==> config.mk <==
export PLATFORM = sky130hd
export DESIGN_NAME = twi_slave_port
export DESIGN_NICKNAME = d
export VERILOG_FILES = /design/src/pin_sync.v /design/src/axil_front.v /design/src/twi_slave_port.v
export VERILOG_INCLUDE_DIRS = /design/src
export SDC_FILE = /design/constraint.sdc
export NUM_CORES = 1
export LEC_CHECK = 0
export BUFFER_PORTS_ARGS = -buffer_cell sky130_fd_sc_hd__buf_2
export CAP_MARGIN = 20
export CORE_MARGIN = 4
export CORE_UTILIZATION = 58
export CTS_CLUSTER_SIZE = 25
export DETAILED_ROUTE_END_ITERATION = 7
export GPL_TIMING_DRIVEN = 0
export PLACE_DENSITY = 0.88
export SYNTH_ARGS = -nofsm -noshare
export SYNTH_HDL_FRONTEND = slang
export SYNTH_SLANG_ARGS = --single-unit
==> constraint.sdc <==
create_clock -name aclk -period 3.5 [get_ports aclk]
set_clock_uncertainty 0.15 [all_clocks]
set_input_delay 0.175 -clock aclk [delete_from_list [all_inputs] [get_ports aclk]]
set_output_delay 0.175 -clock aclk [all_outputs]
set_load 0.005 [all_outputs]
==> src/twi_map.vh <==
`ifndef TWI_MAP_VH
`define TWI_MAP_VH

// Register indices; byte address is four times the index
`define IDX_CONTROL       10'h0a5
`define IDX_OWN_ADDRESS   10'h0a6
`define IDX_BYTE_BUFFER   10'h0a7
`define IDX_FUNC_SELECT   10'h0a8

// Control register fields
`define CTL_PORT_ENABLE   7
`define CTL_EVENT_FLAG    6
`define CTL_GC_HIT        4
`define CTL_ACCEPT_ACK    3

// Own address register fields
`define OA_GC_ENABLE      0

// Reset values
`define RST_BYTE          8'h00
`define RST_FUNC_SELECT   2'h0

// Function selector code for the two-wire slave
`define FUNC_TWO_WIRE     2'h2

// Phase codes
`define PH_IDLE           3'h0
`define PH_ADDR           3'h1
`define PH_RX             3'h2
`define PH_TX             3'h3
`define PH_MNACK          3'h4
`define PH_AA_OFF         3'h5

// Bit slots within a byte frame
`define SLOT_LAST_DATA    4'h7
`define SLOT_ACK          4'h8
`define SLOT_WAIT         4'hf  // Parked after a start; wraps to slot 0

// Bus responses
`define RESP_OKAY         2'h0
`define RESP_SLVERR       2'h2

`endif

==> src/pin_sync.v <==
`timescale 1ns/1ps
// Three-stage pin synchroniser; level moves only when stages two and
// three agree, which filters single-cycle glitches on the bus lines.
module pin_sync
(
  input  wire aclk,
  input  wire aresetn,
  input  wire pin_in,
  output reg  level_r
);

  reg s1_r;
  reg s2_r;
  reg s3_r;

  // Idle bus level is high, so reset to high
  always @(posedge aclk)
  begin
    if (!aresetn)
    begin
      s1_r    <= 1'b1;
      s2_r    <= 1'b1;
      s3_r    <= 1'b1;
      level_r <= 1'b1;
    end
    else
    begin
      s1_r <= pin_in;
      s2_r <= s1_r;
      s3_r <= s2_r;
      if (s2_r == s3_r)
        level_r <= s3_r;
    end
  end

endmodule

==> src/axil_front.v <==
`timescale 1ns/1ps
`include "twi_map.vh"
// AXI4-Lite slave front end: one write and one read at a time.
// Decode is done by the caller through wr_ok and rd_ok.
module axil_front
(
  input  wire        aclk,
  input  wire        aresetn,
  input  wire [11:0] s_axi_awaddr,
  input  wire        s_axi_awvalid,
  output wire        s_axi_awready,
  input  wire [31:0] s_axi_wdata,
  input  wire [3:0]  s_axi_wstrb,
  input  wire        s_axi_wvalid,
  output wire        s_axi_wready,
  output reg  [1:0]  s_axi_bresp,
  output reg         s_axi_bvalid,
  input  wire        s_axi_bready,
  input  wire [11:0] s_axi_araddr,
  input  wire        s_axi_arvalid,
  output wire        s_axi_arready,
  output reg  [31:0] s_axi_rdata,
  output reg  [1:0]  s_axi_rresp,
  output reg         s_axi_rvalid,
  input  wire        s_axi_rready,
  output wire        wr_en,
  output reg  [11:0] wr_addr,
  output reg  [7:0]  wr_data,
  output reg         wr_lane0,
  input  wire        wr_ok,
  output reg  [11:0] rd_addr,
  input  wire        rd_ok,
  input  wire [7:0]  rd_data
);

  reg aw_held_r;
  reg w_held_r;
  reg ar_held_r;

  // Each channel is accepted alone; the pair is committed together
  assign s_axi_awready = !aw_held_r && !s_axi_bvalid;
  assign s_axi_wready  = !w_held_r && !s_axi_bvalid;
  assign s_axi_arready = !ar_held_r && !s_axi_rvalid;
  assign wr_en         = aw_held_r && w_held_r && !s_axi_bvalid;

  // Write channels and response
  always @(posedge aclk)
  begin
    if (!aresetn)
    begin
      aw_held_r    <= 1'b0;
      w_held_r     <= 1'b0;
      wr_addr      <= 12'h000;
      wr_data      <= 8'h00;
      wr_lane0     <= 1'b0;
      s_axi_bvalid <= 1'b0;
      s_axi_bresp  <= `RESP_OKAY;
    end
    else
    begin
      if (s_axi_awvalid && s_axi_awready)
      begin
        aw_held_r <= 1'b1;
        wr_addr   <= s_axi_awaddr;
      end
      if (s_axi_wvalid && s_axi_wready)
      begin
        w_held_r <= 1'b1;
        wr_data  <= s_axi_wdata[7:0];
        wr_lane0 <= s_axi_wstrb[0];
      end
      if (wr_en)
      begin
        aw_held_r    <= 1'b0;
        w_held_r     <= 1'b0;
        s_axi_bvalid <= 1'b1;
        s_axi_bresp  <= wr_ok ? `RESP_OKAY : `RESP_SLVERR;
      end
      else if (s_axi_bvalid && s_axi_bready)
        s_axi_bvalid <= 1'b0;
    end
  end

  // Read channel: data registered one cycle after the address
  always @(posedge aclk)
  begin
    if (!aresetn)
    begin
      ar_held_r    <= 1'b0;
      rd_addr      <= 12'h000;
      s_axi_rvalid <= 1'b0;
      s_axi_rdata  <= 32'h00000000;
      s_axi_rresp  <= `RESP_OKAY;
    end
    else
    begin
      if (s_axi_arvalid && s_axi_arready)
      begin
        ar_held_r <= 1'b1;
        rd_addr   <= s_axi_araddr;
      end
      else if (ar_held_r)
      begin
        ar_held_r    <= 1'b0;
        s_axi_rvalid <= 1'b1;
        s_axi_rdata  <= {24'h000000, rd_data};
        s_axi_rresp  <= rd_ok ? `RESP_OKAY : `RESP_SLVERR;
      end
      else if (s_axi_rvalid && s_axi_rready)
        s_axi_rvalid <= 1'b0;
    end
  end

endmodule

==> src/twi_slave_port.v <==
// Added by the designer: the AXI4-Lite slave port.
`timescale 1ns/1ps
`include "twi_map.vh"
// Slave-only two-wire port with an AXI4-Lite register window.
module twi_slave_port
(
  input  wire        aclk,
  input  wire        aresetn,
  input  wire [11:0] s_axi_awaddr,
  input  wire        s_axi_awvalid,
  output wire        s_axi_awready,
  input  wire [31:0] s_axi_wdata,
  input  wire [3:0]  s_axi_wstrb,
  input  wire        s_axi_wvalid,
  output wire        s_axi_wready,
  output wire [1:0]  s_axi_bresp,
  output wire        s_axi_bvalid,
  input  wire        s_axi_bready,
  input  wire [11:0] s_axi_araddr,
  input  wire        s_axi_arvalid,
  output wire        s_axi_arready,
  output wire [31:0] s_axi_rdata,
  output wire [1:0]  s_axi_rresp,
  output wire        s_axi_rvalid,
  input  wire        s_axi_rready,
  input  wire        scl_in,
  input  wire        sda_in,
  output wire        sda_out,
  output wire        sda_oe
);

  // Register window signals
  wire        wr_en;
  wire [11:0] wr_addr;
  wire [7:0]  wr_data;
  wire        wr_lane0;
  wire [11:0] rd_addr;
  reg         wr_ok;
  reg         rd_ok;
  reg  [7:0]  rd_data;

  // Software state
  reg         port_enable_r;
  reg         event_flag_r;
  reg         general_call_hit_r;
  reg         accept_ack_r;
  reg  [6:0]  own_slave_address_r;
  reg         general_call_enable_r;
  reg  [7:0]  byte_buffer_r;
  reg  [1:0]  serial_function_select_r;

  // Bus-facing state
  wire        scl_lvl;
  wire        sda_lvl;
  reg         scl_prev_r;
  reg         sda_prev_r;
  reg  [2:0]  phase_r;
  reg  [3:0]  bit_cnt_r;
  reg  [7:0]  rx_shift_r;
  reg  [7:0]  tx_shift_r;
  reg         drive_low_r;
  reg         read_dir_r;
  reg         rx_nack_r;
  reg         master_ack_r;
  reg         selected_r;

  // Bus events seen on the filtered lines
  wire        active;
  wire        scl_rise;
  wire        scl_fall;
  wire        start_seen;
  wire        stop_seen;
  wire        addr_match;
  wire        gc_match;
  wire        hw_event;
  wire        hw_byte_rx;

  // Register access decode
  wire        wr_ctl;
  wire        wr_oa;
  wire        wr_buf;
  wire        wr_fsel;

  axil_front u_front
  (
    .aclk          (aclk),
    .aresetn       (aresetn),
    .s_axi_awaddr  (s_axi_awaddr),
    .s_axi_awvalid (s_axi_awvalid),
    .s_axi_awready (s_axi_awready),
    .s_axi_wdata   (s_axi_wdata),
    .s_axi_wstrb   (s_axi_wstrb),
    .s_axi_wvalid  (s_axi_wvalid),
    .s_axi_wready  (s_axi_wready),
    .s_axi_bresp   (s_axi_bresp),
    .s_axi_bvalid  (s_axi_bvalid),
    .s_axi_bready  (s_axi_bready),
    .s_axi_araddr  (s_axi_araddr),
    .s_axi_arvalid (s_axi_arvalid),
    .s_axi_arready (s_axi_arready),
    .s_axi_rdata   (s_axi_rdata),
    .s_axi_rresp   (s_axi_rresp),
    .s_axi_rvalid  (s_axi_rvalid),
    .s_axi_rready  (s_axi_rready),
    .wr_en         (wr_en),
    .wr_addr       (wr_addr),
    .wr_data       (wr_data),
    .wr_lane0      (wr_lane0),
    .wr_ok         (wr_ok),
    .rd_addr       (rd_addr),
    .rd_ok         (rd_ok),
    .rd_data       (rd_data)
  );

  // Both lines filtered alike so their relative timing is kept
  pin_sync u_scl_sync
  (
    .aclk    (aclk),
    .aresetn (aresetn),
    .pin_in  (scl_in),
    .level_r (scl_lvl)
  );

  pin_sync u_sda_sync
  (
    .aclk    (aclk),
    .aresetn (aresetn),
    .pin_in  (sda_in),
    .level_r (sda_lvl)
  );

  // Write and read decode; unmapped offsets answer with an error
  assign wr_ctl  = wr_en && wr_lane0 && (wr_addr[11:2] == `IDX_CONTROL);
  assign wr_oa   = wr_en && wr_lane0 &&
                   (wr_addr[11:2] == `IDX_OWN_ADDRESS);
  assign wr_buf  = wr_en && wr_lane0 &&
                   (wr_addr[11:2] == `IDX_BYTE_BUFFER);
  assign wr_fsel = wr_en && wr_lane0 &&
                   (wr_addr[11:2] == `IDX_FUNC_SELECT);

  always @*
  begin
    wr_ok = (wr_addr[1:0] == 2'h0) &&
            ((wr_addr[11:2] == `IDX_CONTROL) ||
             (wr_addr[11:2] == `IDX_OWN_ADDRESS) ||
             (wr_addr[11:2] == `IDX_BYTE_BUFFER) ||
             (wr_addr[11:2] == `IDX_FUNC_SELECT));
  end

  // Read mux; bit 5 of control is reserved and reads zero
  always @*
  begin
    rd_ok   = (rd_addr[1:0] == 2'h0);
    rd_data = 8'h00;
    case (rd_addr[11:2])
      `IDX_CONTROL:
        rd_data = {port_enable_r, event_flag_r, 1'b0,
                   general_call_hit_r, accept_ack_r, phase_r};
      `IDX_OWN_ADDRESS:
        rd_data = {own_slave_address_r, general_call_enable_r};
      `IDX_BYTE_BUFFER:
        rd_data = byte_buffer_r;
      `IDX_FUNC_SELECT:
        rd_data = {6'h00, serial_function_select_r};
      default:
        rd_ok = 1'b0;
    endcase
  end

  // Port answers only in two-wire personality and when enabled
  assign active     = port_enable_r &&
                      (serial_function_select_r == `FUNC_TWO_WIRE);
  assign scl_rise   = scl_lvl && !scl_prev_r;
  assign scl_fall   = !scl_lvl && scl_prev_r;
  // Start and stop are data edges while clock stays high
  assign start_seen = active && scl_lvl && scl_prev_r &&
                      sda_prev_r && !sda_lvl;
  assign stop_seen  = active && scl_lvl && scl_prev_r &&
                      !sda_prev_r && sda_lvl;
  assign addr_match = (rx_shift_r[7:1] == own_slave_address_r);
  // General call only with write direction
  assign gc_match   = general_call_enable_r &&
                      (rx_shift_r == 8'h00);
  assign hw_byte_rx = active && scl_fall && (phase_r == `PH_RX) &&
                      (bit_cnt_r == `SLOT_LAST_DATA);

  // Every condition that raises the event flag
  assign hw_event =
    (active && scl_fall && (bit_cnt_r == `SLOT_LAST_DATA) &&
     (((phase_r == `PH_ADDR) && (addr_match || gc_match)) ||
      (phase_r == `PH_RX) || (phase_r == `PH_TX))) ||
    (start_seen && selected_r) ||
    (stop_seen && selected_r);

  // Open-drain: only a low level is ever driven
  assign sda_out = 1'b0;
  assign sda_oe  = drive_low_r;

  // Software registers; a hardware set of the flag wins over clearing
  always @(posedge aclk)
  begin
    if (!aresetn)
    begin
      port_enable_r            <= 1'b0;
      event_flag_r             <= 1'b0;
      accept_ack_r             <= 1'b0;
      own_slave_address_r      <= 7'h00;
      general_call_enable_r    <= 1'b0;
      serial_function_select_r <= `RST_FUNC_SELECT;
    end
    else
    begin
      if (wr_ctl)
      begin
        port_enable_r <= wr_data[`CTL_PORT_ENABLE];
        accept_ack_r  <= wr_data[`CTL_ACCEPT_ACK];
      end
      if (hw_event)
        event_flag_r <= 1'b1;
      else if (wr_ctl && !wr_data[`CTL_EVENT_FLAG])
        event_flag_r <= 1'b0;
      if (wr_oa)
      begin
        own_slave_address_r   <= wr_data[7:1];
        general_call_enable_r <= wr_data[`OA_GC_ENABLE];
      end
      if (wr_fsel)
        serial_function_select_r <= wr_data[1:0];
    end
  end

  // Byte buffer: received bytes take precedence over a software write
  always @(posedge aclk)
  begin
    if (!aresetn)
      byte_buffer_r <= `RST_BYTE;
    else if (hw_byte_rx)
      byte_buffer_r <= rx_shift_r;
    else if (wr_buf)
      byte_buffer_r <= wr_data;
  end

  // Slave protocol engine; it only follows the master's clock
  always @(posedge aclk)
  begin
    if (!aresetn)
    begin
      scl_prev_r         <= 1'b1;
      sda_prev_r         <= 1'b1;
      phase_r            <= `PH_IDLE;
      bit_cnt_r          <= 4'h0;
      rx_shift_r         <= 8'h00;
      tx_shift_r         <= 8'h00;
      drive_low_r        <= 1'b0;
      read_dir_r         <= 1'b0;
      rx_nack_r          <= 1'b0;
      master_ack_r       <= 1'b0;
      selected_r         <= 1'b0;
      general_call_hit_r <= 1'b0;
    end
    else
    begin
      scl_prev_r <= scl_lvl;
      sda_prev_r <= sda_lvl;
      if (!active)
      begin
        // Disabling drops the bus at once
        phase_r            <= `PH_IDLE;
        drive_low_r        <= 1'b0;
        selected_r         <= 1'b0;
        general_call_hit_r <= 1'b0;
      end
      else if (stop_seen)
      begin
        phase_r            <= `PH_IDLE;
        drive_low_r        <= 1'b0;
        selected_r         <= 1'b0;
        general_call_hit_r <= 1'b0;
      end
      else if (start_seen)
      begin
        // Fresh start or restart both begin an address frame
        phase_r            <= `PH_ADDR;
        // The clock fall that closes the start is not a bit slot
        bit_cnt_r          <= `SLOT_WAIT;
        drive_low_r        <= 1'b0;
        selected_r         <= 1'b0;
        general_call_hit_r <= 1'b0;
      end
      else
      begin
        // Sample data on rising clock in the eight data slots
        if (scl_rise && (bit_cnt_r <= `SLOT_LAST_DATA))
          rx_shift_r <= {rx_shift_r[6:0], sda_lvl};
        // Master acknowledge sampled in the ninth slot
        if (scl_rise && (bit_cnt_r == `SLOT_ACK))
          master_ack_r <= sda_lvl;
        if (scl_fall)
        begin
          case (phase_r)
            `PH_ADDR:
            begin
              if (bit_cnt_r == `SLOT_LAST_DATA)
              begin
                bit_cnt_r <= `SLOT_ACK;
                if (addr_match || gc_match)
                begin
                  drive_low_r        <= 1'b1;
                  read_dir_r         <= rx_shift_r[0] && !gc_match;
                  selected_r         <= 1'b1;
                  general_call_hit_r <= gc_match && !addr_match;
                end
                else
                  phase_r <= `PH_IDLE;
              end
              else if (bit_cnt_r == `SLOT_ACK)
              begin
                bit_cnt_r   <= 4'h0;
                drive_low_r <= 1'b0;
                if (read_dir_r)
                begin
                  // First byte comes straight from the buffer
                  phase_r     <= `PH_TX;
                  tx_shift_r  <= byte_buffer_r;
                  drive_low_r <= !byte_buffer_r[7];
                end
                else
                  phase_r <= `PH_RX;
              end
              else
                bit_cnt_r <= bit_cnt_r + 4'h1;
            end
            `PH_RX:
            begin
              if (bit_cnt_r == `SLOT_LAST_DATA)
              begin
                bit_cnt_r   <= `SLOT_ACK;
                drive_low_r <= accept_ack_r;
                rx_nack_r   <= !accept_ack_r;
              end
              else if (bit_cnt_r == `SLOT_ACK)
              begin
                bit_cnt_r   <= 4'h0;
                drive_low_r <= 1'b0;
                if (rx_nack_r)
                begin
                  // Further master data is ignored until a start
                  phase_r    <= `PH_IDLE;
                  selected_r <= 1'b0;
                end
              end
              else
                bit_cnt_r <= bit_cnt_r + 4'h1;
            end
            `PH_TX:
            begin
              if (bit_cnt_r == `SLOT_LAST_DATA)
              begin
                // Release for the master's acknowledge slot
                bit_cnt_r   <= `SLOT_ACK;
                drive_low_r <= 1'b0;
              end
              else if (bit_cnt_r == `SLOT_ACK)
              begin
                bit_cnt_r <= 4'h0;
                if (master_ack_r)
                  phase_r <= `PH_MNACK;
                else if (!accept_ack_r)
                  phase_r <= `PH_AA_OFF;
                else
                begin
                  tx_shift_r  <= byte_buffer_r;
                  drive_low_r <= !byte_buffer_r[7];
                end
              end
              else
              begin
                bit_cnt_r   <= bit_cnt_r + 4'h1;
                tx_shift_r  <= {tx_shift_r[6:0], 1'b0};
                drive_low_r <= !tx_shift_r[6];
              end
            end
            `PH_MNACK, `PH_AA_OFF:
              drive_low_r <= 1'b0;
            default:
              drive_low_r <= 1'b0;
          endcase
        end
      end
    end
  end

endmodule

==> results of run 1 <==
worst paths after layout:
check,start,to,slack [ns],depth (start not counted)
setup / recovery,bit_cnt_r[0],tx_shift_r[1],0.98,8
setup reg to reg,bit_cnt_r[0],tx_shift_r[1],0.98,8
hold / removal,s_axi_awvalid,u_front.wr_addr[1],0.008,4
hold reg to reg,u_sda_sync.s1_r,u_sda_sync.s2_r,0.27,1
power by group:
| group | total (mW) | switching (mW) | internal, mW |
|---|---|---|---|
| clock network | 0.773 | 0.436 | 0.338 |
| logic | 0.227 | 0.117 | 0.110 |
| registers | 1.28 | 0.0278 | 1.25 |
| total | 2.28 | 0.580 | 1.70 |
cell type report:
type / count / share of cell area, %
multi-input combinational: 439 / 41.9
buffer: 56 / 5.30
tap: 105 / 2.16
inverter: 13 / 0.804
clock buffer: 9 / 2.04
sequential: 107 / 35.3
clock inverter: 6 / 1.20
timing repair buffer: 97 / 11.3
synthesized netlist by cell type (all sizes together), types with 2 or more instances:
library cell | n | area (µm²)
dfxtp | 107 | 2140
nand2 | 82 | 308
a21oi | 69 | 345
nor2 | 64 | 243
mux2i | 42 | 420
buf | 32 | 231
clkbuf | 24 | 90.1
o21ai | 22 | 110
nand2b | 16 | 100
inv | 13 | 48.8
nor2b | 13 | 81.3
nand3 | 9 | 45.0
xnor2 | 7 | 61.3
a31oi | 6 | 37.5
and2 | 6 | 37.5
mux2 | 6 | 67.6
nand3b | 5 | 37.5
nand4 | 5 | 37.5
a211oi | 4 | 30.0
and3 | 4 | 25.0
and3b | 4 | 35.0
nor4 | 4 | 31.3
o2bb2ai | 4 | 35.0
nand4b | 3 | 26.3
o221ai | 3 | 32.5
and4 | 2 | 17.5
ha | 2 | 25.0
nor3b | 2 | 15.0
nor4b | 2 | 17.5
o211ai | 2 | 15.0
o21a | 2 | 15.0
o31ai | 2 | 15.0
or4 | 2 | 18.8
kinds of logic (layout without fill, tap and decap cells):
family / count (synthesis) / after routing / share of synthesized area, %
DFF: 107 / 107 / 43.2
other: 1 / 27 / 0.0756
buffers and inverters: 69 / 181 / 7.47
and+or+nand+nor: 230 / 230 / 23.0
xor gates and xnor gates: 8 / 8 / 1.41
muxes: 48 / 48 / 9.84
adders and majority gates: 2 / 2 / 0.504
AOI/OAI and AO/OA: 124 / 124 / 14.6
critical path, cell delays in order (launching register included):
cell and delay, ns:
dfxtp_1 0.42, inv_1 0.08, ha_1 0.23, and3b_1 0.17, clkbuf_1 0.19, nor2_1 0.56, mux2_2 0.43, mux2i_1 0.14
nor2_1 0.05
registers in the layout, summed over array words and instances (netlist names), 2 cells and up:
register and flops:
u_front.s_axi_rdata 8, rx_shift_r 8, u_front.wr_addr 12, tx_shift_r 7
u_front.rd_addr 12, own_slave_address_r 7, serial_function_select_r 2, u_front.wr_data 8
bit_cnt_r 4, phase_r 3, byte_buffer_r 8
per-stage QoR:
stage | power [mW] | util [%] | hold WS (ns)
2_1_floorplan | 1.42 | - | 0.0980
3_3_place_gp | 1.48 | 66.3 | 0.209
3_5_place_dp | 1.49 | 66.3 | 0.222
4_1_cts | 2.27 | 73.5 | 0.000592
5_1_grt | 2.35 | 73.5 | 0.0149
6_report | 2.28 | 73.5 | 0.00779
layer usage:
layer  vias up  wire (µm)  track usage [%]
met3        49        950             5.74
met2       204       6390             45.5
met4         0        508             13.0
met1      2149       5190             30.3
li1       2239          -                -
met5         -          0                0
==> results.sh, run 1 <==
export IMPL_p_leak_nw=2.58
export IMPL_finalSetupViolCount=0
export IMPL_dpl_cell_count=777
export IMPL_cts_root_buffer="clkbuf_8"
export IMPL_maxSlewViolCount=0
export IMPL_cts_buffers=9
export IMPL_yosysSeqAreaShare_pct=43.2
export IMPL_final_cells=832
export IMPL_dieArea_um2=10100
export IMPL_hp_class="primary input to flop"
export IMPL_h_tree_depth=3
export IMPL_cts_sinks=107
export IMPL_grt_pass1_vias=4525
export IMPL_hpwlAfterDp_um=9080
export IMPL_multiInputGateArea_um2=2550
export IMPL_std_cell_rows=33
export IMPL_rsz0062_at_grt="false"
export IMPL_ys_flop_type="dfxtp_1"
export IMPL_worst_slack_ns=0.981
export IMPL_gr_total_overflow=0
export IMPL_clock_latency_ns=0.37
export IMPL_antenna_left=0
export IMPL_synth_seq_cells=107
export IMPL_maxCapViolations=0
export IMPL_fin_crit_sh_pct=72.0
export IMPL_cp_end_kind="flop"
export IMPL_fin_area_um2=6070
export IMPL_worst_pin_slew_ns=0.759
export IMPL_grt_max_degree=19
export IMPL_async_flop_share_pct=0
export IMPL_holdBufCountCts=40
export IMPL_cp_required_ns=3.61
export IMPL_finalWirelength_um=13000
export IMPL_core_region_area_um2=8260
export IMPL_post_cts_setup_buffers=0
export IMPL_critPathMaxFanout=8
export IMPL_max_freq_ghz=0.397
export IMPL_drc=0
export IMPL_gp_congestion=0.920
export IMPL_cts_max_path_buffers=2
export IMPL_arrival_ns=2.62
export IMPL_n_fill_cell=586
export IMPL_grt_pass1_wl_um=21200
export IMPL_track_usage_pct=26.2
export IMPL_clkTransAtPathRegs_ns=0.10
export IMPL_start_util_pct=60.1
export IMPL_final_cell_mix="107 x dfxtp_1, 82 x nand2_1, 69 x a21oi_1, 63 x nor2_1, 59 x buf_2"
export IMPL_synth_edff_count=0
export IMPL_min_period_ns=2.52
export IMPL_drive_gt1_share_pct=16.2
export IMPL_drtPass1Iterations=5
export IMPL_yosysUniqueCellTypes=62
export IMPL_mostFrequentLayoutCell="dfxtp_1"
export IMPL_crit_type="flop to flop"
export IMPL_syn_inst=589
export IMPL_ctsResizeCount=0
export IMPL_nets=794
export IMPL_diodes=0
export IMPL_vias_per_cell=5.58
export IMPL_hold_viol_final=0
export IMPL_slew_headroom_pct=49.4
export IMPL_seq_area_um2=2140
export IMPL_antenna_found_initial=0
export IMPL_outcome="finished clean"
export IMPL_fin_setup_tns_ns=0
export IMPL_area_delta_synth_final_pct=22.4
export IMPL_yosysWarnings=0
export IMPL_drtIter0Drc=395
export IMPL_netlist_area_um2=4960
export IMPL_portBuffers=57
export IMPL_cts_tree="built"
export IMPL_start_kind="flop"
export IMPL_die_width_um=100
export IMPL_ir_drop_mv=0.297
export IMPL_vias=4641
export IMPL_dp_slack_ns=1.01
export IMPL_p_per_area_nw_per_um2=375
export IMPL_placed_area_um2=5480
export IMPL_ios=112
export IMPL_syn_area_per_cell_um2=8.42
export IMPL_die_y_um=100
export IMPL_wl_per_cell_um=15.7
Power figures use the tool's default switching activity.
==> run 2: changes to the inputs <==
--- a/config.mk
+++ b/config.mk
@@ -9,11 +9,11 @@
 export BUFFER_PORTS_ARGS = -buffer_cell sky130_fd_sc_hd__buf_2
 export CAP_MARGIN = 20
 export CORE_MARGIN = 4
-export CORE_UTILIZATION = 58
+export CORE_UTILIZATION = 49
 export CTS_CLUSTER_SIZE = 25
 export DETAILED_ROUTE_END_ITERATION = 7
 export GPL_TIMING_DRIVEN = 0
-export PLACE_DENSITY = 0.88
+export PLACE_DENSITY = 0.79
 export SYNTH_ARGS = -nofsm -noshare
 export SYNTH_HDL_FRONTEND = slang
 export SYNTH_SLANG_ARGS = --single-unit
==> constraint.sdc (replaced) <==
create_clock -name aclk -period 2.03 [get_ports aclk]
set_clock_uncertainty 0.15 [all_clocks]
set_input_delay 0.1015 -clock aclk [delete_from_list [all_inputs] [get_ports aclk]]
set_output_delay 0.1015 -clock aclk [all_outputs]
set_load 0.005 [all_outputs]
==> run 2 against run 1 <==
Against the previous run:
- the flow now finishes with violations (negative setup slack)
- clock power is 62% higher
- sequential power grew 72%
- utilization decreased by 8.0 points
- total power rose by 69%
- largest power group unchanged
- global-route usage is 3.2 points lower
- routed wire length rose by 2.3%
- flip-flop and latch count unchanged
- sequential share of layout area decreased by 1.9 points
- highest routed layer unchanged
- combinational power grew 78%
- first-iteration DRC count decreased by 27%
- setup slack lost 1.0 ns
==> results.sh, run 2 (same netlist as run 1, synthesis figures left out) <==
export IMPL_portBuffers=57
export IMPL_grt_pass1_vias=4426
export IMPL_p_leak_nw=2.70
export IMPL_final_cell_mix="103 x dfxtp_1, 81 x nand2_1, 67 x a21oi_1, 60 x nor2_1, 58 x buf_2"
export IMPL_cp_required_ns=2.19
export IMPL_worst_pin_slew_ns=0.735
export IMPL_fin_crit_sh_pct=102
export IMPL_dp_slack_ns=-0.364
export IMPL_multiInputGateArea_um2=2680
export IMPL_area_delta_synth_final_pct=29.8
export IMPL_maxSlewViolCount=0
export IMPL_critPathMaxFanout=8
export IMPL_final_cells=879
export IMPL_total_power_mw=3.86
export IMPL_die_y_um=109
export IMPL_n_fill_cell=815
export IMPL_cts_buffers=9
export IMPL_arrival_ns=2.24
export IMPL_ir_drop_mv=0.457
export IMPL_cts_sinks=107
export IMPL_track_usage_pct=23.0
export IMPL_rsz0062_at_grt="true"
export IMPL_gp_congestion=0.874
export IMPL_cp_slowest_stage_delay_ns=0.56
export IMPL_core_region_area_um2=9820
export IMPL_failed_checks="negative setup slack"
export IMPL_max_freq_ghz=0.483
export IMPL_path_cells="or4b_4 -> or4_4 -> o32a_1 -> nor2_1"
export IMPL_hold_viol_final=0
export IMPL_hp_class="primary input to flop"
export IMPL_path_delay_family="simple AND/OR/NAND/NOR gates"
export IMPL_std_cell_rows=36
export IMPL_nets=813
export IMPL_dieArea_um2=11800
export IMPL_worst_slack_ns=-0.0419
export IMPL_ios=112
export IMPL_antenna_found_initial=0
export IMPL_start_kind="flop"
export IMPL_cts_root_buffer="clkbuf_8"
export IMPL_crit_type="flop to flop"
export IMPL_start_util_pct=50.5
export IMPL_seq_area_um2=2150
export IMPL_slowest_stage="or4_4"
export IMPL_cts_tree="built"
export IMPL_gr_total_overflow=0
export IMPL_p_per_area_nw_per_um2=600
export IMPL_clkTransAtPathRegs_ns=0.11
export IMPL_wl_per_cell_um=15.2
export IMPL_drc=0
export IMPL_antenna_left=0
export IMPL_drtPass1Iterations=5
export IMPL_cp_buffers_inverters=0
export IMPL_drtIter0Drc=288
export IMPL_vias_per_cell=5.27
export IMPL_largestRegisters="u_front.rd_addr x12, u_front.wr_addr x12"
export IMPL_die_width_um=109
export IMPL_vias=4633
export IMPL_cts_max_path_buffers=2
export IMPL_clock_latency_ns=0.38
export IMPL_outcome="finished with violations"
export IMPL_diodes=0
export IMPL_drive_gt1_share_pct=21.8
export IMPL_grt_pass1_wl_um=21400
export IMPL_fin_setup_tns_ns=-0.0912
export IMPL_cp_end_kind="flop"
export IMPL_min_period_ns=2.07
export IMPL_finalSetupViolCount=3
export IMPL_mostFrequentLayoutCell="dfxtp_1"
export IMPL_h_tree_depth=3
export IMPL_hpwlAfterDp_um=9160
export IMPL_slew_headroom_pct=50.3
export IMPL_finalWirelength_um=13300
export IMPL_maxCapViolations=0
export IMPL_grt_max_degree=20
export IMPL_dpl_cell_count=805
## run 2: cell types whose count changed in the layout (fill, tap and decap cells not counted), moves of 3 or more
| cell | before | now |
|---|---|---|
| buf_4 | 27 | 42 |
| clkbuf_1 | 24 | 17 |
| clkbuf_2 | 0 | 3 |
| dfxtp_1 | 107 | 103 |
| dlygate4sd3_1 | 40 | 46 |
| nor2_1 | 63 | 60 |
| nor2_4 | 0 | 3 |
| o21ai_0 | 21 | 17 |
| o21ai_1 | 1 | 5 |
## run 2: worst register-to-register path, delay by kind of cell, from the launching register on
| kind | cells | cell delay, ns |
|---|---|---|
| and+or+nand+nor | 3 | 1.16 |
| AOI/OAI and AO/OA | 1 | 0.35 |
| DFF | 1 | 0.34 |
## run 2: metrics by stage
step           utilization, %  instance area, µm²  hold WS (ns)
2_1_floorplan               -                5060        0.0245
3_3_place_gp             56.2                5510         0.136
3_5_place_dp             56.2                5510         0.140
4_1_cts                  64.1                6300        0.0538
5_1_grt                  65.6                6440         0.101
6_report                 65.6                6440        0.0811
## run 2: what timing repair did
action                                 4_1_cts  5_1_grt
hold buffers                                46        0
endpoints found under the hold margin       41        0
cloned                                       0        0
setup endpoints to repair                   44       33
pin swaps                                    7        5
gates resized for setup                     28       28
setup buffers                                6        9
## run 2: metal layers
layer	part of all wire, %	vias to the layer above	global-route usage, %
li1	-	2280	-
met1	42	2145	28.3
met2	49	181	39.8
met3	6.6	27	5.09
met4	1.9	0	7.94
met5	0	-	0
## run 2: power breakdown
group	internal [mW]	switching, mW
sequential	2.16	0.0482
clock	0.470	0.784
combinational	0.201	0.204
## run 2: path summary, 6_finish.rpt
kind                       start                      to  slack, ns  cells past startpoint
max          u_front.rd_addr[11]  u_front.s_axi_rdata[5]      -0.04                      4
min                 s_axi_wvalid        u_front.wr_lane0       0.08                      4
max reg2reg  u_front.rd_addr[11]  u_front.s_axi_rdata[5]      -0.04                      4
min reg2reg      u_sda_sync.s1_r         u_sda_sync.s2_r       0.27                      1
## run 2: cell type report
class	instances	area share (%)
Clock buffer	9	1.92
Inverter	13	0.836
Tap cell	133	2.58
Clock inverter	6	0.952
Buffer	54	5.21
Timing Repair Buffer	118	13.5
Sequential cell	107	33.4
Multi-Input combinational cell	439	41.5
==> run 3: changes to the inputs <==
--- a/config.mk
+++ b/config.mk
@@ -6,7 +6,7 @@
 export SDC_FILE = /design/constraint.sdc
 export NUM_CORES = 1
 export LEC_CHECK = 0
-export BUFFER_PORTS_ARGS = -buffer_cell sky130_fd_sc_hd__buf_2
+export BUFFER_PORTS_ARGS = -buffer_cell sky130_fd_sc_hd__clkbuf_2
 export CAP_MARGIN = 20
 export CORE_MARGIN = 4
 export CORE_UTILIZATION = 49
==> run 3 against run 2 <==
Against the previous run:
- the run still ends with negative setup slack left
- first-iteration DRC count up 8.7%
- count of clock-buffer cells in the layout up 2
- utilization up 0.10 points
==> results.sh, run 3 (same netlist as run 1, synthesis figures left out) <==
export IMPL_drc=0
export IMPL_finalWirelength_um=13300
export IMPL_fin_area_um2=6450
export IMPL_min_period_ns=2.09
export IMPL_std_cell_rows=36
export IMPL_diodes=0
export IMPL_maxCapViolations=0
export IMPL_hp_class="primary input to flop"
export IMPL_cts_root_buffer="clkbuf_8"
export IMPL_hpwlAfterDp_um=9110
export IMPL_h_tree_depth=3
export IMPL_rrSetupSlack_ns=-0.06
export IMPL_drive_gt1_share_pct=21.6
export IMPL_cp_end_kind="flop"
export IMPL_gr_total_overflow=0
export IMPL_die_y_um=109
export IMPL_dp_slack_ns=-0.364
export IMPL_clkTransAtPathRegs_ns=0.10
export IMPL_arrival_ns=2.27
export IMPL_grt_max_degree=19
export IMPL_outcome="finished with violations"
export IMPL_mostFrequentLayoutCell="dfxtp_1"
export IMPL_maxSlewViolCount=0
export IMPL_start_util_pct=50.5
export IMPL_dieArea_um2=11800
export IMPL_cts_buffers=9
export IMPL_max_freq_ghz=0.479
export IMPL_gp_congestion=0.879
export IMPL_cts_max_path_buffers=2
export IMPL_n_fill_cell=809
export IMPL_fin_crit_sh_pct=103
export IMPL_slew_headroom_pct=57.9
export IMPL_grt_pass1_wl_um=21500
export IMPL_portBuffers=57
export IMPL_hold_viol_final=0
export IMPL_fin_setup_tns_ns=-0.116
export IMPL_worst_slack_ns=-0.0575
export IMPL_antenna_left=0
export IMPL_ios=112
export IMPL_total_power_mw=4.01
export IMPL_area_delta_synth_final_pct=30.0
export IMPL_start_kind="flop"
export IMPL_track_usage_pct=23.3
export IMPL_die_width_um=109
export IMPL_drtIter0Drc=313
export IMPL_failed_checks="negative setup slack"
export IMPL_vias=4658
export IMPL_rsz0062_at_grt="true"
export IMPL_p_leak_nw=2.72
export IMPL_cts_tree="built"
export IMPL_clock_latency_ns=0.38
export IMPL_cts_sinks=107
export IMPL_cp_required_ns=2.21
export IMPL_drtPass1Iterations=5
export IMPL_critPathMaxFanout=8
export IMPL_core_region_area_um2=9820
export IMPL_ir_drop_mv=0.464
export IMPL_worst_pin_slew_ns=0.623
export IMPL_largestRegisters="u_front.rd_addr x12, u_front.wr_addr x12"
export IMPL_placed_area_um2=5510
export IMPL_vias_per_cell=5.31
export IMPL_antenna_found_initial=0
export IMPL_p_per_area_nw_per_um2=622
export IMPL_nets=811
export IMPL_finalSetupViolCount=4
export IMPL_wl_per_cell_um=15.1
export IMPL_final_cell_mix="104 x dfxtp_1, 81 x nand2_1, 68 x a21oi_1, 61 x nor2_1, 60 x clkbuf_2"
export IMPL_crit_type="flop to flop"
export IMPL_grt_pass1_vias=4473
[run 3: final cells by class]
type	instances	area (µm²)	area share (%)
clock inverters	5	63.8	0.990
flip-flops and latches	107	2150	33.3
clock buffers	11	151	2.35
plain buffers	53	333	5.16
inverters	13	51.3	0.795
well taps	133	166	2.58
multi-input cells	439	2670	41.4
repair buffers	117	863	13.4
[run 3: stage by stage]
step	hold WS (ns)	std cells	util, %
detailed placement	0.142	805	56.2
CTS	0.0219	872	64.6
finish	0.0364	878	65.7
global placement	0.135	805	56.2
floorplan	0.0245	615	-
global route	0.0807	878	65.7
[run 3: worst paths after layout]
check | startpoint | endpoint | cells after the start
min reg2reg | u_sda_sync.s1_r | u_sda_sync.s2_r | 1
max | u_front.rd_addr[11] | u_front.s_axi_rdata[5] | 4
min | s_axi_wvalid | u_front.wr_data[3] | 4
max reg2reg | u_front.rd_addr[11] | u_front.s_axi_rdata[5] | 4
[run 3: repair_timing]
action                     in CTS  in global routing
setup endpoints to repair      43                 38
hold buffers                   46                  0
cloned                          0                  0
setup buffers                   7                  7
gates resized for setup        31                 15
hold endpoints to repair       39                  0
pin swaps                       8                  7
[run 3: power by group]
group / internal (mW) / switching (mW) / leakage, nW
Sequential: 2.16 / 0.0475 / 0.871
Clock: 0.653 / 0.747 / 0.112
Combinational: 0.201 / 0.206 / 1.74
[run 3: worst max-delay path, cell delays in order (launching register included)]
cell and delay [ns]:
dfxtp_1 0.32, or4b_4 0.55, or4_4 0.58, o32a_1 0.36
nor2_1 0.08
[run 3: layer usage]
layer	share of wire [%]	track usage, %
met4	1.8	7.30
met2	50	40.7
met1	42	28.3
met5	0	0
met3	6.0	5.39
